[config.mk]
export PLATFORM = sky130hd
export DESIGN_NAME = status_event_summary
export DESIGN_NICKNAME = d
export VERILOG_FILES = /design/src/hw/status_event_pkg.sv /design/src/hw/decimal_digits.sv /design/src/hw/status_event_summary.sv
export SDC_FILE = /design/constraint.sdc
export NUM_CORES = 1
export LEC_CHECK = 0
export ABC_CLOCK_PERIOD_IN_PS = 11650
export CORE_MARGIN = 10
export CORE_UTILIZATION = 50
export DETAILED_ROUTE_END_ITERATION = 6
export DONT_BUFFER_PORTS = 1
export GPL_TIMING_DRIVEN = 0
export PLACE_DENSITY = 0.64
export SKIP_CTS_REPAIR_TIMING = 1
export SLEW_MARGIN = 40
export SYNTH_ARGS = -nofsm -noshare
export SYNTH_HDL_FRONTEND = slang
export SYNTH_SLANG_ARGS = --single-unit
export TNS_END_PERCENT = 1
[constraint.sdc]
create_clock -name clk -period 11.65 [get_ports clk]
set_input_delay 0.5825 -clock clk [delete_from_list [all_inputs] [get_ports clk]]
set_output_delay 0.5825 -clock clk [all_outputs]
set_load 0.1 [all_outputs]
[src/hw/status_event_pkg.sv]
// Package with bit positions, masks, reset values and widths for the status reporting block.
package status_event_pkg;
    localparam int BYTE_W = 8;
    localparam int DIGIT_W = 4;
    localparam int VALUE_W_DEFAULT = 16;
    // Event flag bit positions.
    localparam int OPERATION_COMPLETE_BIT = 0;
    localparam int QUERY_ERROR_BIT = 2;
    localparam int DEVICE_DEPENDENT_ERROR_BIT = 3;
    localparam int EXECUTION_ERROR_BIT = 4;
    localparam int COMMAND_ERROR_BIT = 5;
    localparam int POWER_ON_BIT = 7;
    // Summary byte bit positions.
    localparam int MESSAGE_AVAILABLE_BIT = 4;
    localparam int EVENT_SUMMARY_BIT = 5;
    localparam int MASTER_SUMMARY_BIT = 6;
    // Masks and reset values.
    localparam logic [7:0] EVENT_FLAGS_USED = 8'hbd;
    localparam logic [7:0] SERVICE_MASK_USED = 8'hbe;
    localparam logic [7:0] SERVICE_MASK_STORED = 8'hbf;
    localparam logic [7:0] EVENT_FLAGS_RESET = 8'h80;
    localparam logic [7:0] EVENT_FLAG_ENABLE_RESET = 8'h00;
    localparam logic [7:0] SERVICE_MASK_RESET = 8'h00;
    localparam logic [7:0] BYTE_ZERO = 8'h00;
    localparam logic [3:0] DIGIT_ADJUST_LIMIT = 4'h5;
    localparam logic [3:0] DIGIT_ADJUST = 4'h3;
endpackage

[src/hw/decimal_digits.sv]
// Converts an 8-bit register value into three decimal digits.
`timescale 1ns/100ps
module decimal_digits
    import status_event_pkg::*;
(
    // Binary value.
    input wire logic [7:0] value,
    // Decimal digits.
    output logic [3:0] hundreds,
    output logic [3:0] tens,
    output logic [3:0] ones
);
    logic [19:0] shift;

    always_comb begin
        shift = 20'h00000;
        shift[7:0] = value;
        for (int i = 0; i < BYTE_W; i++) begin
            if (shift[11:8] >= DIGIT_ADJUST_LIMIT) begin
                shift[11:8] = shift[11:8] + DIGIT_ADJUST;
            end
            if (shift[15:12] >= DIGIT_ADJUST_LIMIT) begin
                shift[15:12] = shift[15:12] + DIGIT_ADJUST;
            end
            shift = shift << 1;
        end
        hundreds = shift[19:16];
        tens = shift[15:12];
        ones = shift[11:8];
    end
endmodule

[src/hw/status_event_summary.sv]
// Event flags, enables, summary byte, service mask and serial poll reporting.
`timescale 1ns/100ps
// Summary of operation
// Event flags latch until read or cleared.
// Event enable masks each flag from summary.
// Enabled flag rising sets event summary bit.
// Flags query or clear status drops summary.
// Bit 0 set when operation complete.
// Bit 2 set on query errors.
// Bit 3 set on calibration or overflow.
// Bit 4 set on unexecutable command.
// Bit 5 set on unparseable command.
// Bit 7 set after power cycle.
// Summary byte: eight bits, event summary bit 5.
// Bit 4 message available follows output buffer.
// Bit 6 master summary of enabled bits.
// Service mask covers bits 1-5 and 7.
// Serial poll bit 6 is request service.
// Summary query unchanged, bit 6 master summary.
// Values exchanged as decimal of 8 bits.
// Flags query returns flags then clears them.
// Clear status clears events; message conditionally.
// Service mask ignores and reads bit 6 zero.
// Enable values above 255 raise execution error.
// Unused event flag and summary byte bit positions always read zero.
module status_event_summary
    import status_event_pkg::*;
#(
    parameter int VALUE_W = VALUE_W_DEFAULT
) (
    // Clock and reset.
    input wire logic clk,
    input wire logic reset,
    // Event sources.
    input wire logic operationComplete,
    input wire logic readWithoutOutput,
    input wire logic lineBeforeRead,
    input wire logic buffersFull,
    input wire logic calibrationInputError,
    input wire logic inputOverflow,
    input wire logic parameterError,
    input wire logic syntaxError,
    input wire logic frontPanelService,
    // Output buffer state.
    input wire logic responsePlaced,
    input wire logic terminatorSent,
    // Commands from the parser.
    input wire logic summaryByteQuery,
    input wire logic eventFlagsQuery,
    input wire logic eventEnableQuery,
    input wire logic serviceMaskQuery,
    input wire logic clearStatusCommand,
    input wire logic clearStatusFirst,
    input wire logic eventEnableWrite,
    input wire logic serviceMaskWrite,
    input wire logic [VALUE_W-1:0] writeValue,
    input wire logic serialPoll,
    // Query response.
    output logic respValid,
    output logic [7:0] respByte,
    output logic [3:0] respHundreds,
    output logic [3:0] respTens,
    output logic [3:0] respOnes,
    // Serial poll answer and service request.
    output logic pollValid,
    output logic [7:0] pollByte,
    output logic serviceRequest
);
    logic [7:0] eventFlags_q, eventFlags_d;
    logic [7:0] eventFlagEnable_q, eventFlagEnable_d;
    logic [7:0] serviceMask_q, serviceMask_d;
    logic eventSummary_q, eventSummary_d;
    logic messageAvailable_q, messageAvailable_d;
    logic masterPrev_q, masterPrev_d;
    logic requestService_q, requestService_d;
    logic respValid_q, respValid_d;
    logic [7:0] respByte_q, respByte_d;
    logic [3:0] respHundreds_q, respHundreds_d;
    logic [3:0] respTens_q, respTens_d;
    logic [3:0] respOnes_q, respOnes_d;
    logic pollValid_q, pollValid_d;
    logic [7:0] pollByte_q, pollByte_d;
    logic [7:0] eventSet;
    logic [7:0] flagsBefore;
    logic [7:0] summaryByte;
    logic [3:0] digitHundreds, digitTens, digitOnes;
    logic clearFlags;
    logic badEnableValue;
    logic anyEnableWrite;
    logic masterSummary;
    logic masterRise;

    // Event sources and clears.
    always_comb begin
        anyEnableWrite = eventEnableWrite | serviceMaskWrite;
        badEnableValue = anyEnableWrite & (|writeValue[VALUE_W-1:BYTE_W]);
        clearFlags = eventFlagsQuery | clearStatusCommand;
        eventSet = BYTE_ZERO;
        eventSet[OPERATION_COMPLETE_BIT] = operationComplete;
        eventSet[QUERY_ERROR_BIT] = readWithoutOutput | lineBeforeRead | buffersFull;
        eventSet[DEVICE_DEPENDENT_ERROR_BIT] = calibrationInputError | inputOverflow;
        eventSet[EXECUTION_ERROR_BIT] = parameterError | badEnableValue;
        eventSet[COMMAND_ERROR_BIT] = syntaxError;
        eventSet = eventSet & EVENT_FLAGS_USED;
        flagsBefore = clearFlags ? BYTE_ZERO : eventFlags_q;
    end

    // Event flags, enable and event summary.
    always_comb begin
        eventFlags_d = flagsBefore | eventSet;
        eventFlagEnable_d = eventFlagEnable_q;
        if (eventEnableWrite && !badEnableValue) begin
            eventFlagEnable_d = writeValue[7:0];
        end
        eventSummary_d = eventSummary_q & ~clearFlags;
        if (|(eventSet & ~flagsBefore & eventFlagEnable_q)) begin
            eventSummary_d = 1'b1;
        end
    end

    always_ff @(posedge clk or posedge reset) begin
        if (reset) begin
            eventFlags_q <= EVENT_FLAGS_RESET;
            eventFlagEnable_q <= EVENT_FLAG_ENABLE_RESET;
            eventSummary_q <= 1'b0;
        end else begin
            eventFlags_q <= eventFlags_d;
            eventFlagEnable_q <= eventFlagEnable_d;
            eventSummary_q <= eventSummary_d;
        end
    end

    // Summary byte, service mask and request service.
    always_comb begin
        summaryByte = BYTE_ZERO;
        summaryByte[MESSAGE_AVAILABLE_BIT] = messageAvailable_q;
        summaryByte[EVENT_SUMMARY_BIT] = eventSummary_q;
        masterSummary = |(summaryByte & serviceMask_q & SERVICE_MASK_USED);
        summaryByte[MASTER_SUMMARY_BIT] = masterSummary;
        masterRise = masterSummary & ~masterPrev_q;
        serviceMask_d = serviceMask_q;
        if (serviceMaskWrite && !badEnableValue) begin
            serviceMask_d = writeValue[7:0] & SERVICE_MASK_STORED;
        end
        messageAvailable_d = messageAvailable_q;
        if (terminatorSent || (clearStatusCommand && clearStatusFirst)) begin
            messageAvailable_d = 1'b0;
        end
        if (responsePlaced) begin
            messageAvailable_d = 1'b1;
        end
        masterPrev_d = masterSummary;
        requestService_d = requestService_q & ~serialPoll;
        if (frontPanelService || masterRise) begin
            requestService_d = 1'b1;
        end
    end

    always_ff @(posedge clk or posedge reset) begin
        if (reset) begin
            serviceMask_q <= SERVICE_MASK_RESET;
            messageAvailable_q <= 1'b0;
            masterPrev_q <= 1'b0;
            requestService_q <= 1'b0;
        end else begin
            serviceMask_q <= serviceMask_d;
            messageAvailable_q <= messageAvailable_d;
            masterPrev_q <= masterPrev_d;
            requestService_q <= requestService_d;
        end
    end

    // Query answers and serial poll.
    always_comb begin
        respValid_d = 1'b1;
        if (eventFlagsQuery) begin
            respByte_d = eventFlags_q;
        end else if (summaryByteQuery) begin
            respByte_d = summaryByte;
        end else if (eventEnableQuery) begin
            respByte_d = eventFlagEnable_q;
        end else if (serviceMaskQuery) begin
            respByte_d = serviceMask_q;
        end else begin
            respValid_d = 1'b0;
            respByte_d = respByte_q;
        end
        pollValid_d = serialPoll;
        pollByte_d = pollByte_q;
        if (serialPoll) begin
            pollByte_d = summaryByte;
            pollByte_d[MASTER_SUMMARY_BIT] = requestService_q;
        end
    end

    decimal_digits digits (
        .value(respByte_d),
        .hundreds(digitHundreds),
        .tens(digitTens),
        .ones(digitOnes)
    );

    always_comb begin
        respHundreds_d = digitHundreds;
        respTens_d = digitTens;
        respOnes_d = digitOnes;
    end

    always_ff @(posedge clk or posedge reset) begin
        if (reset) begin
            respValid_q <= 1'b0;
            respByte_q <= BYTE_ZERO;
            respHundreds_q <= 4'h0;
            respTens_q <= 4'h0;
            respOnes_q <= 4'h0;
            pollValid_q <= 1'b0;
            pollByte_q <= BYTE_ZERO;
        end else begin
            respValid_q <= respValid_d;
            respByte_q <= respByte_d;
            respHundreds_q <= respHundreds_d;
            respTens_q <= respTens_d;
            respOnes_q <= respOnes_d;
            pollValid_q <= pollValid_d;
            pollByte_q <= pollByte_d;
        end
    end

    assign respValid = respValid_q;
    assign respByte = respByte_q;
    assign respHundreds = respHundreds_q;
    assign respTens = respTens_q;
    assign respOnes = respOnes_q;
    assign pollValid = pollValid_q;
    assign pollByte = pollByte_q;
    assign serviceRequest = requestService_q;

    // Checks on the logic above.
    flags_hold_a: assert property (@(posedge clk) disable iff (reset)
        !clearFlags |=> ((eventFlags_q & $past(eventFlags_q)) == $past(eventFlags_q)))
        else $error("event flag dropped without a read or clear");

    summary_rise_a: assert property (@(posedge clk) disable iff (reset)
        (|(eventSet & ~eventFlags_q & eventFlagEnable_q)) |=> eventSummary_q)
        else $error("enabled flag rise did not set event summary");

    masked_rise_a: assert property (@(posedge clk) disable iff (reset)
        (!eventSummary_q && !(|(eventSet & eventFlagEnable_q))) |=> !eventSummary_q)
        else $error("masked event set the event summary");

    read_clear_a: assert property (@(posedge clk) disable iff (reset)
        (eventFlagsQuery && eventSet == BYTE_ZERO)
        |=> (eventFlags_q == BYTE_ZERO) && !eventSummary_q && respValid_q
            && respByte_q == $past(eventFlags_q))
        else $error("flags query did not return and clear flags");

    clear_status_a: assert property (@(posedge clk) disable iff (reset)
        (clearStatusCommand && eventSet == BYTE_ZERO) |=> !eventSummary_q && eventFlags_q == 8'h00)
        else $error("clear status left events set");

    opc_set_a: assert property (@(posedge clk) disable iff (reset)
        operationComplete |=> eventFlags_q[OPERATION_COMPLETE_BIT])
        else $error("operation complete flag not set");

    query_err_a: assert property (@(posedge clk) disable iff (reset)
        (readWithoutOutput || lineBeforeRead || buffersFull) |=> eventFlags_q[QUERY_ERROR_BIT])
        else $error("query error flag not set");

    dev_err_a: assert property (@(posedge clk) disable iff (reset)
        (calibrationInputError || inputOverflow) |=> eventFlags_q[DEVICE_DEPENDENT_ERROR_BIT])
        else $error("device dependent error flag not set");

    cmd_err_a: assert property (@(posedge clk) disable iff (reset)
        syntaxError |=> eventFlags_q[COMMAND_ERROR_BIT])
        else $error("command error flag not set");

    bad_value_a: assert property (@(posedge clk) disable iff (reset)
        (eventEnableWrite && |writeValue[VALUE_W-1:BYTE_W])
        |=> eventFlags_q[EXECUTION_ERROR_BIT] && eventFlagEnable_q == $past(eventFlagEnable_q))
        else $error("out of range enable value not refused");

    mav_track_a: assert property (@(posedge clk) disable iff (reset)
        responsePlaced |=> messageAvailable_q)
        else $error("message available not set by a placed response");

    mav_clear_a: assert property (@(posedge clk) disable iff (reset)
        (terminatorSent && !responsePlaced) |=> !messageAvailable_q)
        else $error("message available not cleared by the terminator");

    exe_err_a: assert property (@(posedge clk) disable iff (reset)
        parameterError |=> eventFlags_q[EXECUTION_ERROR_BIT])
        else $error("execution error flag not set");

    rqs_set_a: assert property (@(posedge clk) disable iff (reset)
        (frontPanelService || masterRise) |=> requestService_q)
        else $error("request service not raised");

    master_sum_a: assert property (@(posedge clk) disable iff (reset)
        masterSummary == ((eventSummary_q && serviceMask_q[EVENT_SUMMARY_BIT])
            || (messageAvailable_q && serviceMask_q[MESSAGE_AVAILABLE_BIT])))
        else $error("master summary does not follow the enabled bits");

    cls_first_a: assert property (@(posedge clk) disable iff (reset)
        (clearStatusCommand && clearStatusFirst && !responsePlaced) |=> !messageAvailable_q)
        else $error("leading clear status kept message available");

    cls_keep_a: assert property (@(posedge clk) disable iff (reset)
        (clearStatusCommand && !clearStatusFirst && messageAvailable_q && !terminatorSent)
        |=> messageAvailable_q)
        else $error("clear status dropped message available");

    enable_write_a: assert property (@(posedge clk) disable iff (reset)
        (eventEnableWrite && !(|writeValue[VALUE_W-1:BYTE_W]))
        |=> eventFlagEnable_q == $past(writeValue[7:0]))
        else $error("event enable write not stored");

    mask_write_a: assert property (@(posedge clk) disable iff (reset)
        (serviceMaskWrite && !(|writeValue[VALUE_W-1:BYTE_W]))
        |=> serviceMask_q == {$past(writeValue[7]), 1'b0, $past(writeValue[5:0])})
        else $error("service mask write not stored without bit 6");

    stb_query_a: assert property (@(posedge clk) disable iff (reset)
        (summaryByteQuery && !eventFlagsQuery)
        |=> respByte_q[MASTER_SUMMARY_BIT] == $past(masterSummary)
            && respByte_q[3:0] == 4'h0 && respByte_q[7] == 1'b0)
        else $error("summary query answer wrong");

    poll_clear_a: assert property (@(posedge clk) disable iff (reset)
        (serialPoll && !frontPanelService && !masterRise)
        |=> !requestService_q && pollValid_q
            && pollByte_q[MASTER_SUMMARY_BIT] == $past(requestService_q))
        else $error("serial poll did not report and clear request service");

    mask_bit6_a: assert property (@(posedge clk) disable iff (reset)
        serviceMask_q[MASTER_SUMMARY_BIT] == 1'b0)
        else $error("service mask holds bit 6");

    unused_zero_a: assert property (@(posedge clk) disable iff (reset)
        (eventFlags_q & ~EVENT_FLAGS_USED) == BYTE_ZERO)
        else $error("unused event flag bit set");

    decimal_a: assert property (@(posedge clk) disable iff (reset)
        respValid_q |-> (int'(respHundreds_q) * 100 + int'(respTens_q) * 10
            + int'(respOnes_q)) == int'(respByte_q))
        else $error("decimal digits do not match response byte");
endmodule

**Word level (Yosys, flattened, before mapping)**

Index checks and enable logic that the tools add are counted.
Widths: inputs -> output; s select.

- Bitwise gates (word level): 18
- Reductions and logical operators: 10
- Muxes and demuxes: 26
- Magnitude comparators: 13
- Add/sub/neg operators: 13

Operators with widths:

| kind | number |
|---|---|
| $ge 4x3->1 const B | 11 |
| $add 4x2->4 const B | 10 |
| $mux 4 | 10 |
| $mux 8 | 5 |
| $and 6x8->8 | 2 |
| $reduce_or 8->1 | 2 |
| $mux 3 | 3 |
| $and 8x8->8 | 1 |
| $mux 1 | 8 |
| $not 8->8 | 1 |
| $or 8x6->8 | 1 |
| $or 1x1->1 | 6 |
| $reduce_or 6->1 | 1 |
| $and 1x1->1 | 4 |
| $add 1x2->3 const AB | 1 |
| $add 1x2->3 const B | 1 |
| $add 3x2->3 const B | 1 |
| $ge 1x3->1 const AB | 1 |
| $ge 1x3->1 const B | 1 |
| $logic_and 1x1->1 | 3 |
| $not 1->1 | 3 |
| $logic_or 1x1->1 | 2 |
| $reduce_bool 2->1 | 1 |
| $logic_not 1->1 | 1 |

- Logic and storage cells: 94
- Input port bits: 38
- Register bits after elaboration: 52

**Longest topological paths before layout**

- Depth in word-level cells: 18
- Gate-level depth with buffers: 28

**By module**

A second synthesis with hierarchy kept.

- Cell total of the unflattened synthesis: 293
- Area, all modules: 3,034.2 um^2

Modules (own cells, without submodules):

| module | cells an instance | seq. area each (um^2) | times used | area each (um^2) |
|---|---|---|---|---|
| status_event_summary | 160 | 1,302.5 | 1 | 2,064.5 |
| decimal_digits | 133 | 0.0 | 1 | 969.7 |

**Least setup slack after synthesis**

Ideal clock, no wire load.

- Path kind: register to register
- From: register respByte_q[6], in the netlist respByte[6]
- To: register respTens_q[3], in the netlist respTens[3]
- Setup slack: 5.522 ns
- Buffers on the path: 2
- Library setup time: 0.128 ns
- Stages on the path, launching flop included: 27
- Arrival: 5.999 ns
- Data required time: 11.522 ns
- Period minus slack after synthesis: 6.128 ns
- Cell sequence: dfrtp_1 -> or3b_4 -> a221oi_4 -> inv_1 -> ha_1 -> nor2b_1 -> a21oi_1 -> xor2_1 -> ha_1 -> nand2b_1 -> a21oi_1 -> and3_1 -> o21a_1 -> or2_2 -> clkbuf_1 -> ha_1 -> buf_1 -> nor2b_1 -> nor2_1 -> nand2_1 -> o211ai_1 -> ha_1 -> a21oi_1 -> and4_1 -> nor4_1 -> o21ai_0 -> mux2i_1

- Cells in the longest elaborated chain, start to end: 16
- Elaborated cells between the ends (all ways): 34

RTL lines:

| element | line | RTL |
|---|---|---|
| from (decl) | status_event_summary.sv:77 | `logic [7:0] respByte_q, respByte_d;` |
| from (signal assigned) | status_event_summary.sv:220 | `respByte_q <= respByte_d;` |
| $mux 8 (*) | status_event_summary.sv:182 | `end else if (serviceMaskQuery) begin` |
| $mux 8 (*) | status_event_summary.sv:180 | `end else if (eventEnableQuery) begin` |
| $mux 8 (*) | status_event_summary.sv:178 | `end else if (summaryByteQuery) begin` |
| $mux 8 (*) | status_event_summary.sv:176 | `if (eventFlagsQuery) begin` |
| named net digits.value[6] | decimal_digits.sv:7 | `input wire logic [7:0] value,` |
| $add 4x2->4 / $ge 4x3->1 (equally long branches) | decimal_digits.sv:20, decimal_digits.sv:19 |  |
| $mux 4 (*) | decimal_digits.sv:19 | `if (shift[11:8] >= DIGIT_ADJUST_LIMIT) begin` |
| $add 4x2->4 (tied with other cells) | decimal_digits.sv:20 | `shift[11:8] = shift[11:8] + DIGIT_ADJUST;` |
| [... 2 more ...] | - |  |
| $mux 4, on equally long branches | decimal_digits.sv:19, decimal_digits.sv:22 |  |
| $add 4x2->4 (tied with other cells) | decimal_digits.sv:20 |  |
| $mux 4, on equally long branches | decimal_digits.sv:19, decimal_digits.sv:22 |  |
| $add 4x2->4 (tied with other cells) | decimal_digits.sv:23 | `shift[15:12] = shift[15:12] + DIGIT_ADJUST;` |
| $mux 4, on equally long branches | decimal_digits.sv:22, decimal_digits.sv:19 |  |
| $add 4x2->4 / $ge 4x3->1 (equally long branches) | decimal_digits.sv:23, decimal_digits.sv:22 |  |
| $mux 4 (*) | decimal_digits.sv:22 | `if (shift[15:12] >= DIGIT_ADJUST_LIMIT) begin` |
| named net digitTens[3] | status_event_summary.sv:86 | `logic [3:0] digitHundreds, digitTens, digitOnes;` |
| to (signal assigned) | status_event_summary.sv:222 | `respTens_q <= respTens_d;` |
| to (decl) | status_event_summary.sv:79 | `logic [3:0] respTens_q, respTens_d;` |

Mark *: on every way through the listed nets, which the timed path passes. The rest lies on a longest branch.
A chain may end at the register's enable or synchronous reset.

**Final worst setup path**

Ends and elaborated chain as after synthesis.

==> flow_summary.rst <==
.. list-table::
   :header-rows: 1

   * - Metric
     - Value
   * - Status
     - finished, final reports clean
   * - Clock tree from TritonCTS
     - done
   * - Type of the worst setup path
     - register to register
   * - IO Port Bufs
     - 0
   * - Proportion of layout cells with a drive suffix above 1
     - 0.216
   * - Number of global-route vias before repair
     - about 2200
   * - Total I/O pin count
     - roughly 70
   * - Cell area after layout
     - between 0.003 and 0.004 mm²
   * - Register bit count reported by yosys
     - 47
   * - Drt first pass iters
     - 4
   * - Critical path required time
     - approximately 12000 ps
   * - Startpoint of the worst-slack reg-to-reg timing path
     - respByte[6]
   * - Crit path from
     - respByte[6]
   * - Fill cell total of the finished layout
     - just under 500
   * - Final Hold Fails
     - 0
   * - DRC violations left
     - 0
   * - Element type at the critical path end
     - register
   * - GR Layer Usage met3
     - 0.0327
   * - Unrepaired setup endpoints after global routing
     - false
   * - Effective utilization at floorplan
     - 0.520
   * - Mean number of vias per cell
     - ~6
   * - Average routed wire per standard cell
     - ~18 µm
   * - Leakage power
     - ~1.4 nW
   * - Wire length of the first global-routing pass
     - between 10 and 15 mm
   * - Setup_tns
     - 0 ps
   * - Cell mode on critical path
     - sky130_fd_sc_hd__ha_1
   * - Number of pins exceeding their max-slew limit in the final report
     - 0
   * - Width of the chip
     - between 90 and 100 µm
   * - Total inserted antenna cells
     - 0
   * - Relative area change from synthesis to final layout
     - 8.94%
   * - Standard cell with the maximum stage delay on the critical path
     - sky130_fd_sc_hd__dfrtp_2
   * - Number of flops mapped to enable cells by yosys
     - 0
   * - Worst setup SP type
     - register
   * - Total number of yosys warnings
     - 0
   * - Placement-stage cell area
     - between 0.003 and 0.004 mm²
   * - Global-route usage over all layers
     - 0.150
   * - Highest fanout seen on the critical path
     - 9
   * - Pin count of the biggest net entering global routing
     - between 40 and 50
   * - Routability Congestion
     - approximately 0.82
   * - Core occupancy in the finished layout
     - 0.567
   * - Total number of clock tree sinks
     - 47
   * - Cell Pwr Density
     - 158 mW/mm²
   * - Post-detailed-placement half-perimeter wirelength
     - roughly 5.3 mm
   * - GR peak layer
     - met2
   * - Met2 usage
     - 0.265
   * - Period Utilization, post-route
     - 0.581
   * - Die area
     - roughly 0.0092 mm²
   * - Vertical extent of the die
     - ~96 µm
   * - Cell Count, Final, Fillers Out
     - 378
   * - Worst-case clock skew
     - between 4 and 5 ps
   * - Number of cells in the design after placement
     - 370
   * - Buffer levels on the longest clock path
     - 2
   * - Max VDD drop
     - roughly 0.085 mV
   * - Final critical path time including I/O delays and setup
     - about 6800 ps
   * - Core Box Area
     - around 0.0055 mm²
   * - Synth Cell Area
     - between 0.002 and 0.003 mm²
   * - Initial DRC count
     - a little under 100
   * - Number of H-tree levels
     - 2
   * - Met1 demand-to-capacity share in global routing
     - 0.174
   * - Largest incremental delay on the critical path
     - slightly below 700 ps
   * - Initial antenna violation count
     - 0
   * - Reported max-cap violation count
     - 0
   * - Clock-pin slew on the worst setup and hold paths
     - about 80 ps
   * - # rows
     - 27
   * - Synth Instances
     - 291
   * - Number of distinct standard cells referenced by the synthesized netlist
     - 59
   * - Nets
     - between 300 and 400
   * - Detail Route Antenna Nets
     - 0
   * - Worst slew pin tran
     - between 800 and 900 ps
   * - Cell at the root of the clock tree
     - sky130_fd_sc_hd__clkbuf_8
   * - Async SR Flop Fraction
     - 1.00
   * - Grt ovf
     - 0
   * - Fraction of the yosys area taken by sequential cells
     - 0.408
   * - Synth Area per Inst
     - roughly 9.9 µm²
   * - Critical path data arrival time
     - between 6000 and 7000 ps
   * - Class of the worst hold path
     - input port to async pin
   * - Clock insertion delay at the later pin of the skew report
     - approximately 300 ps
   * - Dominant synthesized flop cell
     - sky130_fd_sc_hd__dfrtp_1
   * - Overall power after layout
     - 495 µW
   * - DR vias
     - 2221
   * - Number of buffers added by the clock tree synthesis step
     - 5
   * - Slew HR
     - 0.415
   * - Highest attainable clock frequency
     - between 0.1 and 0.15 GHz
   * - Final setup violation count
     - 0
   * - Post-detailed-routing wire length
     - 6.84 mm
## synthesized netlist by cell type (3+ instances only)
master                      count  area, µm²
sky130_fd_sc_hd__a31oi_1        4       25.0
sky130_fd_sc_hd__o22ai_1        4       25.0
sky130_fd_sc_hd__o22a_1         3       26.3
sky130_fd_sc_hd__nor3_1         7       35.0
sky130_fd_sc_hd__o21ai_0       12       60.1
sky130_fd_sc_hd__or3_1          3       18.8
sky130_fd_sc_hd__a32oi_1        3       26.3
sky130_fd_sc_hd__mux2i_1        8       80.1
sky130_fd_sc_hd__inv_1         14       52.6
sky130_fd_sc_hd__a211oi_1       5       37.5
sky130_fd_sc_hd__buf_4          8       60.1
sky130_fd_sc_hd__o31ai_1        3       22.5
sky130_fd_sc_hd__a21oi_1       15       75.1
sky130_fd_sc_hd__a2bb2oi_1      3       26.3
sky130_fd_sc_hd__nand2_1       26       97.6
sky130_fd_sc_hd__a21o_1         3       22.5
sky130_fd_sc_hd__clkbuf_1       5       18.8
sky130_fd_sc_hd__nand4_1        3       18.8
sky130_fd_sc_hd__dfrtp_1       46       1150
sky130_fd_sc_hd__o211ai_1       4       30.0
sky130_fd_sc_hd__mux2_2        22        248
sky130_fd_sc_hd__nand2b_1       9       56.3
sky130_fd_sc_hd__o21a_1         3       22.5
sky130_fd_sc_hd__nor2b_1        5       31.3
sky130_fd_sc_hd__ha_1           8        100
sky130_fd_sc_hd__nor2_1        17       63.8
sky130_fd_sc_hd__o211a_1        3       30.0
sky130_fd_sc_hd__or4_1          3       22.5
## where the power goes
| group | switching [mW] | internal [mW] |
|---|---|---|
| registers | 0.0985 | 0.178 |
| logic | 0.0662 | 0.0413 |
| clock network | 0.0565 | 0.0540 |
## final cells by class
| type | instances | area [µm²] | area share |
|---|---|---|---|
| clock inverters | 1 | 7.51 | 0.00239 |
| well taps | 72 | 90.1 | 0.0287 |
| repair buffers | 1 | 20.0 | 0.00637 |
| clock buffers | 7 | 96.3 | 0.0307 |
| flip-flops and latches | 47 | 1200 | 0.381 |
| plain buffers | 16 | 105 | 0.0335 |
| inverters | 14 | 55.1 | 0.0175 |
| multi-input cells | 220 | 1570 | 0.500 |
## sequential cells by signal (all words and copies together) (netlist names)
signal / cells
eventFlagEnable_q: 8
eventFlags_q: 6
eventSummary_q: 1
masterPrev_q: 1
messageAvailable_q: 1
pollByte: 3
pollValid: 1
respByte: 7
respHundreds: 2
respOnes: 4
respTens: 4
respValid: 1
serviceMask_q: 7
serviceRequest: 1
## worst max-delay path, delay by kind of cell (launching register included)
kind                     cells  cell delay (ps)
AO/OA/AOI/OAI                7             1370
XOR/XNOR                     1              270
adder cells (fa/ha/maj)      4              930
buffers and inverters        3              730
flip-flops                   1              690
multiplexers                 1              160
AND/OR/NAND/NOR             10             2500
## through the flow
step / worst slack [ps] / hold WS [ps]
final: 4880 / 8.85
after global routing: 4280 / 7.23
after CTS: 4900 / 4.41
after detailed placement: 4750 / 334
after global placement: 4670 / 420
after floorplan: 5520 / 415
## final timing paths
path	endpoint	slack, ps	cells after the start
setup reg to reg	respTens[3]	4880	26
hold / removal	respHundreds[0]	9	1
min in group clk	pollValid	290	0
max in group asynchronous	eventFlags_q[7]	11170	2
setup / recovery	respTens[3]	4880	26
hold reg to reg	serviceRequest	450	1
## logic make-up after synthesis
kind of cell	Yosys count	synth area share
DFF	47	0.408
other	1	0.00130
and+or+nand+nor	86	0.152
xor gates and xnor gates	3	0.00912
buffers and inverters	30	0.0547
adders and majority gates	8	0.0347
AOI/OAI and AO/OA	86	0.226
muxes	30	0.114
## per-layer routing
| metal | wire, µm | vias to the layer above |
|---|---|---|
| li1 | - | 1097 |
| met1 | 2750 | 1050 |
| met2 | 3470 | 66 |
| met3 | 513 | 8 |
| met4 | 111 | 0 |
| met5 | 0 | - |
## placed cells by master, fill, tap and decap left out, drive strengths merged, types with 3 or more instances in the layout
master	instances
o22ai	4
ha	8
dfrtp	46
mux2	22
o211a	4
nor3	7
mux2i	8
nand4	3
nor2b	5
o211ai	4
buf	12
a21o	3
nand2	26
or3	3
a21oi	15
o21ai	13
a31oi	5
nand2b	9
a211oi	6
clkbuf	12
a32oi	3
nor2	17
inv	14
o22a	3
o21a	3
or4	3
a2bb2oi	3
o31ai	3
conb	7
Power figures use the tool's default switching activity.
